[src/shc_pkg.sv]
`default_nettype none
package shc_pkg;
  // bus and queue geometry
  localparam int AW = 6;
  localparam int DW = 32;
  localparam int QW = 16;
  localparam int QD = 8;
  localparam int QPW = 4;
  // register byte offsets
  localparam logic [AW-1:0] OFF_CTRL = 6'h00;
  localparam logic [AW-1:0] OFF_TRANSMIT_DATA_PORT = 6'h04;
  localparam logic [AW-1:0] OFF_RECEIVE_DATA_PORT = 6'h08;
  localparam logic [AW-1:0] OFF_TRANSMIT_CHECKSUM_STATE = 6'h0c;
  localparam logic [AW-1:0] OFF_RECEIVE_CHECKSUM_STATE = 6'h10;
  localparam logic [AW-1:0] OFF_HDR1 = 6'h14;
  localparam logic [AW-1:0] OFF_HDR2 = 6'h18;
  localparam logic [AW-1:0] OFF_HDR3 = 6'h1c;
  localparam logic [AW-1:0] OFF_HDR4 = 6'h20;
  localparam logic [AW-1:0] OFF_HDRC = 6'h24;
  localparam logic [AW-1:0] OFF_STATUS = 6'h28;
  // control_register_zero fields
  localparam int CTL_EN = 0;
  localparam int CTL_CTRLR = 1;
  localparam int CTL_POLY16 = 2;
  localparam int CTL_GPCRC = 3;
  localparam int CTL_DSS_LO = 8;
  localparam int CTL_DSS_HI = 11;
  localparam int CTL_AUTO = 14;
  localparam int CTL_IDLE = 17;
  localparam logic [DW-1:0] CTRL_RST = 32'h0000_0700;
  // header_preload_control fields
  localparam int HC_EN = 0;
  localparam int HC_CMT = 1;
  localparam int HC_IGN = 2;
  localparam int HC_GATE = 3;
  // checksum constants
  localparam int TRANSMIT_CHECKSUM_STATE_RESEED_BIT = 31;
  localparam logic [QW-1:0] SEED8 = 16'h00ff;
  localparam logic [QW-1:0] SEED16 = 16'hffff;
  localparam logic [QW-1:0] POLY8 = 16'h0007;
  localparam logic [QW-1:0] POLY16 = 16'h1021;
  localparam logic [3:0] DSS16 = 4'hf;
  // control word length, last bit index
  localparam logic [3:0] CW_LAST = 4'h7;
  // link timing: clock rate and serial bit period
  localparam int CLK_HZ = 10_000_000;
  localparam int SCLK_PERIOD_NS = 800;
  localparam int CLK_PERIOD_NS = 1_000_000_000 / CLK_HZ;
  localparam int HALF_CYC = SCLK_PERIOD_NS / (2 * CLK_PERIOD_NS);
  localparam logic [3:0] HALF_M1 = 4'(HALF_CYC - 1);
  // sync bit positions
  localparam int SY_SCLK = 0;
  localparam int SY_CS = 1;
  localparam int SY_PICO = 2;
  localparam int SY_POCI = 3;
  localparam logic [3:0] SYNC_RST = 4'h2;
  // controller frame states
  typedef enum logic [4:0] {
    ST_IDLE = 5'b00001,
    ST_CTRL = 5'b00010,
    ST_WAIT = 5'b00100,
    ST_RESP = 5'b01000,
    ST_TAIL = 5'b10000
  } shc_state_t;
endpackage
`default_nettype wire

[src/shc_top.sv]
`timescale 1ns/100ps
`default_nettype none
// How it works
// - control byte first, no capture meanwhile
// - response 1 to 16 bits long
// - idle: clock low, select high, data low
// - queued byte starts frame, MSB out first
// - far end waits one clock; we sample rising
// - select rises one period after last bit
// - continuous: next control right after LSB
// - always-on transmit and receive engines, CRC8 or CRC16 by bit 2
// - seeds 0xFF or 0xFFFF
// - data write/read also steps checksum
// - checksum read back leaves zero residue
// - stand-alone transmit checksum when port off
// - underflow auto-inserts computed checksum
// - checksum register reads reseed engines
// - auto insert only 8-bit, controller role
// - header write: reset, reseed, push bytes
// - hold requests until header committed
// - late header write sets ignored flag
// - select gate and header enable handling
// - peripheral idle output level from bit 17
module shc_top (
  // clock, reset, enable
  input wire logic clk,
  input wire logic rst,
  input wire logic ce,
  // register bus
  input wire logic [shc_pkg::AW-1:0] avs_address,
  input wire logic avs_read,
  input wire logic avs_write,
  input wire logic [shc_pkg::DW-1:0] avs_writedata,
  input wire logic [3:0] avs_byteenable,
  output logic [shc_pkg::DW-1:0] avs_readdata,
  output logic avs_waitrequest,
  // serial link pins
  input wire logic sclk_i,
  output logic sclk_o,
  output logic sclk_oe,
  input wire logic cs_n_i,
  output logic cs_n_o,
  output logic cs_n_oe,
  input wire logic pico_i,
  output logic pico_o,
  output logic pico_oe,
  input wire logic poci_i,
  output logic poci_o,
  output logic poci_oe,
  // request hold towards dma and interrupts
  output logic req_hold
);
  import shc_pkg::*;

  // registers
  logic [DW-1:0] ctrl_ff;
  logic hdr_en_ff, hdr_cmt_ff, hdr_ign_ff, gate_ff, hdr_pend_ff;
  logic [2:0] hdr_left_ff;
  logic [DW-1:0] hdr_word_ff;
  logic [QW-1:0] transmit_checksum_state_ff, receive_checksum_state_ff;
  logic crc_ins_ff, sent_ff;
  // queues and pointers
  logic [QW-1:0] txq [QD];
  logic [QW-1:0] rxq [QD];
  logic [QPW-1:0] txw_ff, txr_ff, rxw_ff, rxr_ff;
  // bus handshake
  logic ack_ff, rxnz_ff;
  logic [DW-1:0] rdata_ff;
  // pin synchronisers
  logic [3:0] s1_ff, s2_ff, s3_ff;
  // controller engine
  shc_state_t st_ff;
  logic [3:0] div_ff, bits_ff, pbits_ff;
  logic sclk_ff, cs_ff, pico_ff, tail_ff, cont_ff;
  logic [7:0] txsh_ff;
  logic [QW-1:0] rxsh_ff, psh_ff, prx_ff;
  // peripheral engine
  logic pfirst_ff, poci_ff;

  // one serial checksum step over 8 or 16 data bits
  function automatic logic [QW-1:0] crc_step(input logic [QW-1:0] st, input logic [QW-1:0] d,
                                             input logic p16, input logic w16);
    logic [QW-1:0] c;
    logic fb;
    c = st;
    for (int i = QW - 1; i >= 0; i--) begin
      if (w16 || i < 8) begin
        if (p16) begin
          fb = c[15] ^ d[i];
          c = {c[14:0], 1'b0} ^ (fb ? POLY16 : 16'h0000);
        end else begin
          fb = c[7] ^ d[i];
          c = {8'h00, c[6:0], 1'b0} ^ (fb ? POLY8 : 16'h0000);
        end
      end
    end
    return c;
  endfunction

  // decoded configuration
  logic en, ctl_mode, p16, w16, ctl_act, p_act;
  logic [3:0] dss;
  logic [QW-1:0] seed, rxmask;
  assign en = ctrl_ff[CTL_EN];
  assign ctl_mode = ctrl_ff[CTL_CTRLR];
  assign p16 = ctrl_ff[CTL_POLY16];
  assign dss = ctrl_ff[CTL_DSS_HI:CTL_DSS_LO];
  assign w16 = (dss == DSS16);
  assign seed = p16 ? SEED16 : SEED8;
  assign rxmask = SEED16 >> (DSS16 - dss);
  assign ctl_act = en & ctl_mode;
  assign p_act = en & ~ctl_mode;

  // queue levels
  logic [QPW-1:0] tx_cnt, rx_cnt;
  logic tx_empty, tx_full, rx_empty, rx_full;
  logic [QW-1:0] tx_head, rx_head, p_word;
  assign tx_cnt = txw_ff - txr_ff;
  assign rx_cnt = rxw_ff - rxr_ff;
  assign tx_empty = (tx_cnt == '0);
  assign rx_empty = (rx_cnt == '0);
  assign tx_full = (tx_cnt == QPW'(QD));
  assign rx_full = (rx_cnt == QPW'(QD));
  assign tx_head = txq[txr_ff[QPW-2:0]];
  assign rx_head = rxq[rxr_ff[QPW-2:0]];
  assign p_word = tx_empty ? 16'h0000 : tx_head;

  // synchronised pin events
  logic cs_hi, cs_fall, s_rise, s_fall;
  assign cs_hi = s2_ff[SY_CS];
  assign cs_fall = s3_ff[SY_CS] & ~s2_ff[SY_CS];
  assign s_rise = ~s3_ff[SY_SCLK] & s2_ff[SY_SCLK];
  assign s_fall = s3_ff[SY_SCLK] & ~s2_ff[SY_SCLK];

  // controller timing events
  logic tick, c_rise, c_fall, start, resp_last, auto_due, auto_push, next_load, p_last;
  assign tick = (div_ff == 4'h0);
  assign c_rise = tick & ~sclk_ff;
  assign c_fall = tick & sclk_ff;
  assign start = ctl_act & (st_ff == ST_IDLE) & ~tx_empty;
  assign resp_last = ctl_act & (st_ff == ST_RESP) & c_rise & (bits_ff == dss);
  assign auto_due = ctrl_ff[CTL_AUTO] & ~p16 & ~crc_ins_ff & sent_ff & tx_empty;
  assign auto_push = resp_last & auto_due;
  assign next_load = ctl_act & (st_ff == ST_RESP) & c_fall & cont_ff;
  assign p_last = p_act & ~cs_hi & s_rise & (pbits_ff == dss);

  // bus handshake and decode
  logic req, fire, fire_wr, fire_rd, be_full, hdr_sel, hdr_ok, hdr_acc, hdr_busy, cs_idle;
  logic tx_wr, tx_q_ok, rxc_rd, txc_rd;
  logic [2:0] hdr_n;
  assign req = avs_read | avs_write;
  assign hdr_busy = (hdr_left_ff != 3'h0);
  assign fire = req & ack_ff & ce & ~auto_push;
  assign avs_waitrequest = req & ~fire;
  assign avs_readdata = rdata_ff;
  assign fire_wr = fire & avs_write;
  assign fire_rd = fire & avs_read;
  assign be_full = (avs_byteenable == 4'hf);
  assign hdr_sel = (avs_address == OFF_HDR1) | (avs_address == OFF_HDR2) |
                   (avs_address == OFF_HDR3) | (avs_address == OFF_HDR4);
  assign hdr_n = (avs_address == OFF_HDR1) ? 3'h1 : (avs_address == OFF_HDR2) ? 3'h2 :
                 (avs_address == OFF_HDR3) ? 3'h3 : 3'h4;
  assign cs_idle = ctl_mode | cs_hi;
  // open gate lets the first header through with select low
  assign hdr_ok = (cs_idle | (~gate_ff & ~hdr_pend_ff)) & (~gate_ff | hdr_en_ff);
  assign hdr_acc = fire_wr & be_full & hdr_sel & hdr_ok;
  assign tx_wr = fire_wr & be_full & (avs_address == OFF_TRANSMIT_DATA_PORT);
  // stand-alone checksum mode does not queue
  assign tx_q_ok = ~(ctrl_ff[CTL_GPCRC] & ~en) & ~tx_full;
  assign rxc_rd = fire_rd & (avs_address == OFF_RECEIVE_CHECKSUM_STATE);
  assign txc_rd = fire_rd & (avs_address == OFF_TRANSMIT_CHECKSUM_STATE);

  // queue traffic
  logic tx_push, tx_pop, rx_push, rx_pop;
  logic [QW-1:0] tx_pdata, rx_pdata;
  assign tx_push = hdr_busy | auto_push | (tx_wr & tx_q_ok);
  assign tx_pdata = hdr_busy ? {8'h00, hdr_word_ff[31:24]} :
                    auto_push ? transmit_checksum_state_ff : avs_writedata[QW-1:0];
  assign tx_pop = start | next_load | (p_act & cs_fall & ~tx_empty) | (p_last & ~tx_empty);
  assign rx_push = ((st_ff == ST_TAIL) & ctl_act & tick & tail_ff) | next_load | p_last;
  assign rx_pdata = (p_last ? {prx_ff[14:0], s2_ff[SY_PICO]} : rxsh_ff) & rxmask;
  assign rx_pop = fire_rd & (avs_address == OFF_RECEIVE_DATA_PORT) & rxnz_ff;

  // bus acknowledge and read capture, one wait state
  always_ff @(posedge clk or posedge rst) begin
    if (rst) begin
      ack_ff <= 1'b0;
      rxnz_ff <= 1'b0;
      rdata_ff <= '0;
    end else if (ce) begin
      ack_ff <= req & ~fire & ~hdr_busy;
      if (avs_read & ~ack_ff) begin
        rxnz_ff <= ~rx_empty;
        unique case (avs_address)
          OFF_CTRL: rdata_ff <= ctrl_ff;
          OFF_RECEIVE_DATA_PORT: rdata_ff <= {16'h0000, rx_empty ? 16'h0000 : rx_head};
          OFF_TRANSMIT_CHECKSUM_STATE: rdata_ff <= {16'h0000, transmit_checksum_state_ff};
          OFF_RECEIVE_CHECKSUM_STATE: rdata_ff <= {16'h0000, receive_checksum_state_ff};
          OFF_HDRC: rdata_ff <= {28'h0, gate_ff, hdr_ign_ff, hdr_cmt_ff, hdr_en_ff};
          OFF_STATUS: rdata_ff <= {22'h0, req_hold, (st_ff != ST_IDLE) | (p_act & ~cs_hi),
                                   rx_cnt, tx_cnt};
          default: rdata_ff <= '0;  // unmapped and write-only
        endcase
      end
    end
  end

  // control register
  always_ff @(posedge clk or posedge rst) begin
    if (rst) begin
      ctrl_ff <= CTRL_RST;
    end else if (ce && fire_wr && be_full && avs_address == OFF_CTRL) begin
      ctrl_ff <= avs_writedata;
    end
  end

  // header preload control and flags
  always_ff @(posedge clk or posedge rst) begin
    if (rst) begin
      hdr_en_ff <= 1'b0;
      hdr_cmt_ff <= 1'b0;
      hdr_ign_ff <= 1'b0;
      gate_ff <= 1'b0;
      hdr_pend_ff <= 1'b0;
    end else if (ce) begin
      if (fire_wr && be_full && avs_address == OFF_HDRC) begin
        hdr_en_ff <= avs_writedata[HC_EN];
        gate_ff <= avs_writedata[HC_GATE];
      end
      // open gate: header write enables the feature itself
      if (hdr_acc && !gate_ff) begin
        hdr_en_ff <= 1'b1;
      end
      // commit on select fall, set beats software clear
      if (p_act && cs_fall && hdr_pend_ff) begin
        hdr_cmt_ff <= 1'b1;
        hdr_pend_ff <= 1'b0;
      end else begin
        if (fire_wr && be_full && avs_address == OFF_HDRC && avs_writedata[HC_CMT]) begin
          hdr_cmt_ff <= 1'b0;
        end
        if (hdr_acc) begin
          hdr_pend_ff <= 1'b1;
        end
      end
      // late header write
      if (fire_wr && hdr_sel && hdr_cmt_ff) begin
        hdr_ign_ff <= 1'b1;
      end else if (fire_wr && be_full && avs_address == OFF_HDRC && avs_writedata[HC_IGN]) begin
        hdr_ign_ff <= 1'b0;
      end
    end
  end

  // header byte pusher, one byte per clock, top byte first
  always_ff @(posedge clk or posedge rst) begin
    if (rst) begin
      hdr_left_ff <= 3'h0;
      hdr_word_ff <= '0;
    end else if (ce) begin
      if (hdr_acc) begin
        hdr_left_ff <= hdr_n;
        hdr_word_ff <= avs_writedata << (5'(3'h4 - hdr_n) * 5'h08);
      end else if (hdr_busy) begin
        hdr_left_ff <= hdr_left_ff - 3'h1;
        hdr_word_ff <= hdr_word_ff << 8;
      end
    end
  end

  // transmit queue
  always_ff @(posedge clk or posedge rst) begin
    if (rst) begin
      txw_ff <= '0;
      txr_ff <= '0;
    end else if (ce) begin
      if (hdr_acc) begin
        txw_ff <= '0;
        txr_ff <= '0;
      end else begin
        if (tx_push) begin
          txq[txw_ff[QPW-2:0]] <= tx_pdata;
          txw_ff <= txw_ff + 1'b1;
        end
        if (tx_pop) begin
          txr_ff <= txr_ff + 1'b1;
        end
      end
    end
  end

  // receive queue, overflow drops the word
  always_ff @(posedge clk or posedge rst) begin
    if (rst) begin
      rxw_ff <= '0;
      rxr_ff <= '0;
    end else if (ce) begin
      if (hdr_acc) begin
        rxw_ff <= '0;
        rxr_ff <= '0;
      end else begin
        if (rx_push && !rx_full) begin
          rxq[rxw_ff[QPW-2:0]] <= rx_pdata;
          rxw_ff <= rxw_ff + 1'b1;
        end
        if (rx_pop) begin
          rxr_ff <= rxr_ff + 1'b1;
        end
      end
    end
  end

  // checksum engines, always running
  always_ff @(posedge clk or posedge rst) begin
    if (rst) begin
      transmit_checksum_state_ff <= SEED8;
      receive_checksum_state_ff <= SEED8;
      crc_ins_ff <= 1'b0;
      sent_ff <= 1'b0;
    end else if (ce) begin
      if (fire_wr && be_full && avs_address == OFF_CTRL) begin
        transmit_checksum_state_ff <= avs_writedata[CTL_POLY16] ? SEED16 : SEED8;
        receive_checksum_state_ff <= avs_writedata[CTL_POLY16] ? SEED16 : SEED8;
      end else begin
        if (txc_rd || hdr_acc) begin
          transmit_checksum_state_ff <= seed;
          crc_ins_ff <= 1'b0;
          sent_ff <= 1'b0;
        end else begin
          if (tx_wr) begin
            transmit_checksum_state_ff <= crc_step(transmit_checksum_state_ff, avs_writedata[QW-1:0], p16, w16);
          end
          if (auto_push) begin
            crc_ins_ff <= 1'b1;
          end
          if (start || next_load) begin
            sent_ff <= 1'b1;
          end
        end
        // residue reaches zero once the received checksum is read too
        if (rxc_rd) begin
          receive_checksum_state_ff <= seed;
        end else if (rx_pop) begin
          receive_checksum_state_ff <= crc_step(receive_checksum_state_ff, rdata_ff[QW-1:0], p16, w16);
        end
      end
    end
  end

  // pin synchronisers
  always_ff @(posedge clk or posedge rst) begin
    if (rst) begin
      s1_ff <= SYNC_RST;
      s2_ff <= SYNC_RST;
      s3_ff <= SYNC_RST;
    end else if (ce) begin
      s1_ff <= {poci_i, pico_i, cs_n_i, sclk_i};
      s2_ff <= s1_ff;
      s3_ff <= s2_ff;
    end
  end

  // controller control-word frame engine
  always_ff @(posedge clk or posedge rst) begin
    if (rst) begin
      st_ff <= ST_IDLE;
      div_ff <= HALF_M1;
      bits_ff <= 4'h0;
      sclk_ff <= 1'b0;
      cs_ff <= 1'b1;
      pico_ff <= 1'b0;
      tail_ff <= 1'b0;
      cont_ff <= 1'b0;
      txsh_ff <= 8'h00;
      rxsh_ff <= '0;
    end else if (ce) begin
      if (!ctl_act) begin
        st_ff <= ST_IDLE;
        sclk_ff <= 1'b0;
        cs_ff <= 1'b1;
        pico_ff <= 1'b0;
        div_ff <= HALF_M1;
        cont_ff <= 1'b0;
      end else begin
        // half-period divider while a frame runs
        if (st_ff == ST_IDLE || tick) begin
          div_ff <= HALF_M1;
        end else begin
          div_ff <= div_ff - 4'h1;
        end
        unique case (st_ff)
          ST_IDLE: begin
            if (start) begin
              st_ff <= ST_CTRL;
              cs_ff <= 1'b0;
              txsh_ff <= tx_head[7:0];
              pico_ff <= tx_head[7];
              bits_ff <= 4'h0;
            end
          end
          ST_CTRL: begin
            if (tick) begin
              sclk_ff <= ~sclk_ff;
            end
            // shift control bits only, no sampling
            if (c_fall) begin
              if (bits_ff == CW_LAST) begin
                bits_ff <= 4'h0;
                pico_ff <= 1'b0;
                st_ff <= ST_WAIT;
              end else begin
                txsh_ff <= txsh_ff << 1;
                pico_ff <= txsh_ff[6];
                bits_ff <= bits_ff + 4'h1;
              end
            end
          end
          ST_WAIT: begin
            if (tick) begin
              sclk_ff <= ~sclk_ff;
            end
            if (c_fall) begin
              st_ff <= ST_RESP;
            end
          end
          ST_RESP: begin
            if (tick) begin
              sclk_ff <= ~sclk_ff;
            end
            if (c_rise) begin
              rxsh_ff <= {rxsh_ff[14:0], s2_ff[SY_POCI]};
              if (bits_ff == dss) begin
                bits_ff <= 4'h0;
                if (!tx_empty || auto_due) begin
                  cont_ff <= 1'b1;
                end else begin
                  st_ff <= ST_TAIL;
                  tail_ff <= 1'b0;
                end
              end else begin
                bits_ff <= bits_ff + 4'h1;
              end
            end
            if (next_load) begin
              cont_ff <= 1'b0;
              txsh_ff <= tx_head[7:0];
              pico_ff <= tx_head[7];
              st_ff <= ST_CTRL;
            end
          end
          ST_TAIL: begin
            if (tick) begin
              if (!tail_ff) begin
                sclk_ff <= 1'b0;
                tail_ff <= 1'b1;
              end else begin
                cs_ff <= 1'b1;
                st_ff <= ST_IDLE;
              end
            end
          end
        endcase
      end
    end
  end

  // peripheral engine, sample rising, drive falling
  always_ff @(posedge clk or posedge rst) begin
    if (rst) begin
      psh_ff <= '0;
      prx_ff <= '0;
      pbits_ff <= 4'h0;
      pfirst_ff <= 1'b0;
      poci_ff <= 1'b0;
    end else if (ce) begin
      if (!p_act || cs_hi) begin
        poci_ff <= ctrl_ff[CTL_IDLE];
        pbits_ff <= 4'h0;
        pfirst_ff <= 1'b0;
      end else if (cs_fall) begin
        psh_ff <= p_word;
        poci_ff <= p_word[dss];
        pbits_ff <= 4'h0;
      end else if (s_rise) begin
        prx_ff <= {prx_ff[14:0], s2_ff[SY_PICO]};
        if (pbits_ff == dss) begin
          pbits_ff <= 4'h0;
          psh_ff <= p_word;
          pfirst_ff <= 1'b1;
        end else begin
          pbits_ff <= pbits_ff + 4'h1;
        end
      end else if (s_fall) begin
        if (pfirst_ff) begin
          poci_ff <= psh_ff[dss];
          pfirst_ff <= 1'b0;
        end else begin
          psh_ff <= psh_ff << 1;
          poci_ff <= psh_ff[dss - 4'h1];
        end
      end
    end
  end

  // pin drive
  assign sclk_o = sclk_ff;
  assign cs_n_o = cs_ff;
  assign pico_o = pico_ff;
  assign sclk_oe = ctl_act;
  assign cs_n_oe = ctl_act;
  assign pico_oe = ctl_act;
  assign poci_o = poci_ff;
  assign poci_oe = p_act;
  assign req_hold = hdr_pend_ff;
endmodule
`default_nettype wire

[config.mk]
export PLATFORM = sky130hd
export DESIGN_NAME = shc_top
export DESIGN_NICKNAME = d
export VERILOG_FILES = /design/src/shc_pkg.sv /design/src/shc_top.sv
export SDC_FILE = /design/constraint.sdc
export NUM_CORES = 1
export LEC_CHECK = 0
export ABC_AREA = 1
export BUFFER_PORTS_ARGS = -buffer_cell sky130_fd_sc_hd__buf_2
export CORE_MARGIN = 10
export CORE_UTILIZATION = 45
export CTS_BUF_LIST = sky130_fd_sc_hd__clkbuf_16
export DETAILED_ROUTE_END_ITERATION = 8
export RECOVER_POWER = 50
export SYNTH_ARGS = -nofsm -noshare
export SYNTH_HDL_FRONTEND = slang
export SYNTH_SLANG_ARGS = --single-unit
[constraint.sdc]
create_clock -name clk -period 22.5 [get_ports clk]
set_clock_uncertainty 0.05 [all_clocks]
set_input_delay 3.375 -clock clk [delete_from_list [all_inputs] [get_ports clk]]
set_output_delay 3.375 -clock clk [all_outputs]
set_load 0.01 [all_outputs]
---- Word level (Yosys, flattened, before mapping) ----
Memory sizes are Yosys's and may differ from the RTL's.
Cells that the tools add are included.
word-level totals
  memories ................................ 2
  flip-flop bits (word level) ............. 244
  memory bits (writable) .................. 256
  bits of input ports ..................... 51
operators by class
  add/sub/neg operators ................... 13
  muxes and demuxes ....................... 358
  magnitude comparators ................... 2
  shifts and indexed selects .............. 2
  bitwise logic cells ..................... 214
  reductions and logical operators ........ 80
  equal/unequal tests ..................... 55
memory list
  name  depth  width  rd ports  clocked after Yosys merged registers in  write ports  RTL line       RTL
  rxq   8      16     1         0                                        1            shc_top.sv:64  logic [QW-1:0] rxq [QD];
  txq   8      16     1         0                                        1            shc_top.sv:63  logic [QW-1:0] txq [QD];
operators by type and width
  kind                                            number
  2-to-1 mux 16 bit                               186
  bitwise XOR 16 x 13 -> 16 bit                   32
  2-to-1 mux 13 bit                               32
  bitwise XOR 8 x 3 -> 8 bit                      32
  one-hot mux 32 bit (6 select lines)             1
  2-to-1 mux 3 bit                                37
  2-to-1 mux 4 bit                                19
  2-to-1 mux 32 bit                               2
  bitwise XOR 1 bit                               64
  2-to-1 mux 1 bit                                56
  2-to-1 mux 5 bit                                11
  bitwise AND 1 bit                               49
  << shifter 32 x 5 -> 32 bit                     1
  2-to-1 mux 7 bit                                4
  AND reduction 2 bit                             14
  one-hot mux 5 bit (5 select lines)              1
  AND reduction 5 bit                             5
  adder 4 x 1 -> 4 bit (second input constant)    6
  == test 6 x 5 -> 1 bit (second input constant)  4
  inequality test 3 bit (second input constant)   8
  nonzero test 2 bit                              12
  nonzero test 3 bit                              8
  NOT 1 bit                                       21
  one-hot mux 7 bit (3 select lines)              1
  other kinds (43)                                118

---- Depth between registers and ports, before layout ----
  depth in word-level cells ............... 142
  depth in mapped cells ................... 32

---- Worst setup path after synthesis ----
OpenSTA, ideal clock, no wires.
  path kind ............................... input to register
  start point ............................. input rst
  end point ............................... memory rxq[0][0] (enable)
  stages on the path ...................... 3
  data arrival time ....................... 10510 ps
  path slack .............................. 11531 ps
  buffers on the path ..................... 0
  cell sequence ........................... inv_1 nand3_1 nor3_1
on the way
  word-level cells in the longest chain between the ends .. 3
ends and longest elaborated chain
  element                                  RTL line        RTL
  from (decl)                              shc_top.sv:27   input wire logic rst,
  zero test 1 bit (no source line)         n/a
  logical AND 1 bit (implied by the code)  shc_top.sv:303  rxq[rxw_ff[QPW-2:0]] <= rx_pdata;
  2-to-1 mux 1 bit (implied by the code)   shc_top.sv:303
  to (decl)                                shc_top.sv:64
No other way between the ends.

==> results.yml <==
run_status:
  run_status: "finished with violations"
  violations: "capacitance limit, slew limit"
logic_synthesis:
  yosys_warnings: 0
  syn-num-nets: 3290
  synth_flop_cell: "edfxtp_1"
  ys_async_sr_fraction_pct: 48.80
  synth_cells: 3216
  syn_area_um2: 26800
  synth.avg_cell_area_um2: 8.332
  yosysUniqueCellTypes: 68
  synth_edf_count: 256
  ys_ff_latch: 500
  synth_seq_area_share_pct: 51.60
clocking:
  postCtsSetupBuffers: 0
  clock_latency_ps: 620
  ctsResizeCount: 0
  clk_path_buf_depth: 3
  ctsHoldBuffers: 0
  h-tree-depth: 2
  numCtsBuffers: 56
  cts_tree: "done"
  clock_sinks: 500
  cts_root_buffer: "clkbuf_16"
  path_clk_slew_ps: 60
power:
  cellLeakagePower_uw: 0.01273
  switchingPower_uw: 1063
  swShare_pct: 36.38
  p_int_uw: 1859
  powerDensity_nw_per_um2: 98.26
  power.sequential.fraction_pct: 39.2
  clockPowerShare_pct: 30.5
  vdd_drop_max_mv: 0.06207
  combPwrFrac_pct: 30.3
layout:
  area_delta_synth_final_pct: 10.95
  multi_input_area_um2: 11240
  fill_cells: 5717
  seq_area_um2: 13830
  utilization_pct: 50.38
  drive_gt1_share_pct: 7.890
  nets: 3335
  final_cells: 4082
route:
  ant_nets: 0
  drc: 0
  dr.pass1.iters: 6
  post_drt_wl_per_cell_um: 21.41
  num_vias: 23560
  viasPerCell: 5.771
  routed_wl_um: 87390
  drt_iter0_markers: 2457
sta:
  period_needed_ps: 9481
  hold_violations: 0
  slew_headroom_pct: -239.1
  setup_viol_count_final: 0
  final.setup.tns_ps: 0
  layout_setup_ws_ps: 13020
  tightest_slew_ps: 5059
  max_freq_mhz: 105.5
  min_period_over_period_pct: 42.14
  finalMaxSlewViolations: 319
  rsz0062_at_grt: "false"
flow_run:
  maxCapViolations: 5
die:
  placementRows: 89
  dieHeight_um: 264.0
  fp.dieW_um: 264.0
  core_region_area_um2: 59020
  die_area_um2: 69710
  start_util_pct: 45.40
  io_pins: 93
critical_path:
  cp-end-kind: "asynchronous set/reset pin"
  cp_common_cell: "clkbuf_1"
  crit_required_ps: 22290
  crit_fanout: 107
  crit_arrival_ps: 9270
  worstPathCellList: "clkbuf_1 -> clkinvlp_2 -> clkbuf_1"
  worstSetupPathType: "in2async"
  worst_path_max_delay_cell: "clkinvlp_2"
  slowest_delay_ps: 2850
  start_kind: "primary input"
grt:
  grt_pass1_vias: 22130
  grt_overflow: 0
  grt_use_total_pct: 24.18
  grt_max_degree: 108
  antenna_found_initial: 4
  grt_pass1_wl_um: 133100
place:
  port-buffer-count: 92
  placed_cells: 3976
  detailedPlace.worstSlack_ps: 14300
  hpwl_um: 61920
  gp_congestion: 0.9365
hold_path:
  hold_path.class: "reg2reg"
## synthesized netlist by cell type (all sizes together) (33+ instances only)
library cell  count  area share (%)
nand3           252             4.9
buf              40            0.76
nor2            303             4.3
o21ai           355             6.7
a21oi           168             3.2
o22ai            53             1.2
edfxtp          256              29
nand2           759              11
inv             302             4.2
dfrtp           218              20
clkbuf          113             1.6
nor3             42            0.80
o211ai           33            0.92
## logic make-up (layout without fill, tap and decap cells)
family	Yosys count	after routing	share of synthesized area, %
AND/OR/NAND/NOR	1417	1417	22.31
AO/OA/AOI/OAI	773	773	16.91
flip-flops	500	500	51.60
buffers and inverters	461	553	6.659
XOR/XNOR	40	40	1.307
adder cells (fa/ha/maj)	23	23	1.130
multiplexers	2	2	0.08404
other	0	1	0
## sequential cells by signal, indices dropped and copies added, names as in the netlist, 5 cells and up
signal and count:
rxq 128, txq 128, avs_readdata 32, ctrl_ff 32
hdr_word_ff 32, psh_ff 16, receive_checksum_state_ff 16, rxsh_ff 16
transmit_checksum_state_ff 16, prx_ff 15, txsh_ff 7, st_ff 5
## worst max-delay path: cells and delay by family
family	cells	cell delay, ps
buffers and inverters	3	5820
## per-stage QoR
stage / power, uW / hold slack (ps) / instance area [um2]
2_1_floorplan: 1753 / 392.2 / 26800
3_3_place_gp: 2023 / 409.3 / 28030
3_5_place_dp: 2040 / 412.9 / 28030
4_1_cts: 2934 / 427.7 / 29810
5_1_grt: 3082 / 449.3 / 29730
6_report: 2922 / 428.4 / 29730
## final timing paths
path                             from                             end  slack, ps  depth (start not counted)
setup reg to reg           ctrl_ff[8]                 hdr_word_ff[18]      15860                         14
setup / recovery                  rst  transmit_checksum_state_ff[14]      13020                          3
hold / removal               s1_ff[0]                        s1_ff[0]        430                          2
hold reg to reg              s1_ff[0]                        s1_ff[0]        430                          2
max in group clk                  rst                      rxq[0][14]      13090                          5
min in group asynchronous         rst                      ctrl_ff[3]       4370                          2
## layout by cell type, fill, tap and decap left out, types with 20 or more instances in the layout
cell | netlist | routed
nand2_1 | 749 | 750
clkinv_1 | 6 | 22
o221ai_1 | 20 | 20
buf_2 | 16 | 53
nor2_1 | 297 | 296
nand3_1 | 245 | 245
o211ai_1 | 33 | 33
a32o_1 | 21 | 21
xor2_1 | 25 | 25
clkbuf_16 | 0 | 56
nand4_1 | 29 | 29
o31ai_1 | 31 | 31
dfstp_2 | 26 | 25
ha_1 | 21 | 21
a31oi_1 | 31 | 31
nor3_1 | 41 | 32
a21oi_1 | 167 | 167
dfrtp_1 | 218 | 215
edfxtp_1 | 256 | 256
clkbuf_1 | 113 | 46
buf_4 | 7 | 41
o21ai_0 | 344 | 343
inv_1 | 293 | 300
o22ai_1 | 53 | 53
## metal layers
layer	global-route usage, %	vias up	routed length (um)
met5	0	-	13
met4	7.691	2	2564
met3	4.113	134	6196
met2	38.54	852	40250
met1	33.03	11410	38360
li1	-	11160	-
## power groups by stage
stage | combinational (uW) | clock, uW | sequential (uW)
detailed placement | 880 | 0 | 1160
finish | 885 | 891 | 1150
global route | 986 | 943 | 1150
CTS | 885 | 906 | 1140
global placement | 865 | 0 | 1160
floorplan | 610 | 0 | 1140
## area by class of cell
class / instances / share of cell area [%]
flip-flops and latches: 500 / 46.52
multi-input cells: 2255 / 37.82
clock buffers: 56 / 4.713
inverters: 308 / 3.893
well taps: 773 / 3.253
repair buffers: 140 / 2.508
clock inverters: 49 / 1.288
diodes: 1 / 0.008417
No activity file was read; power rests on OpenSTA's default activity.
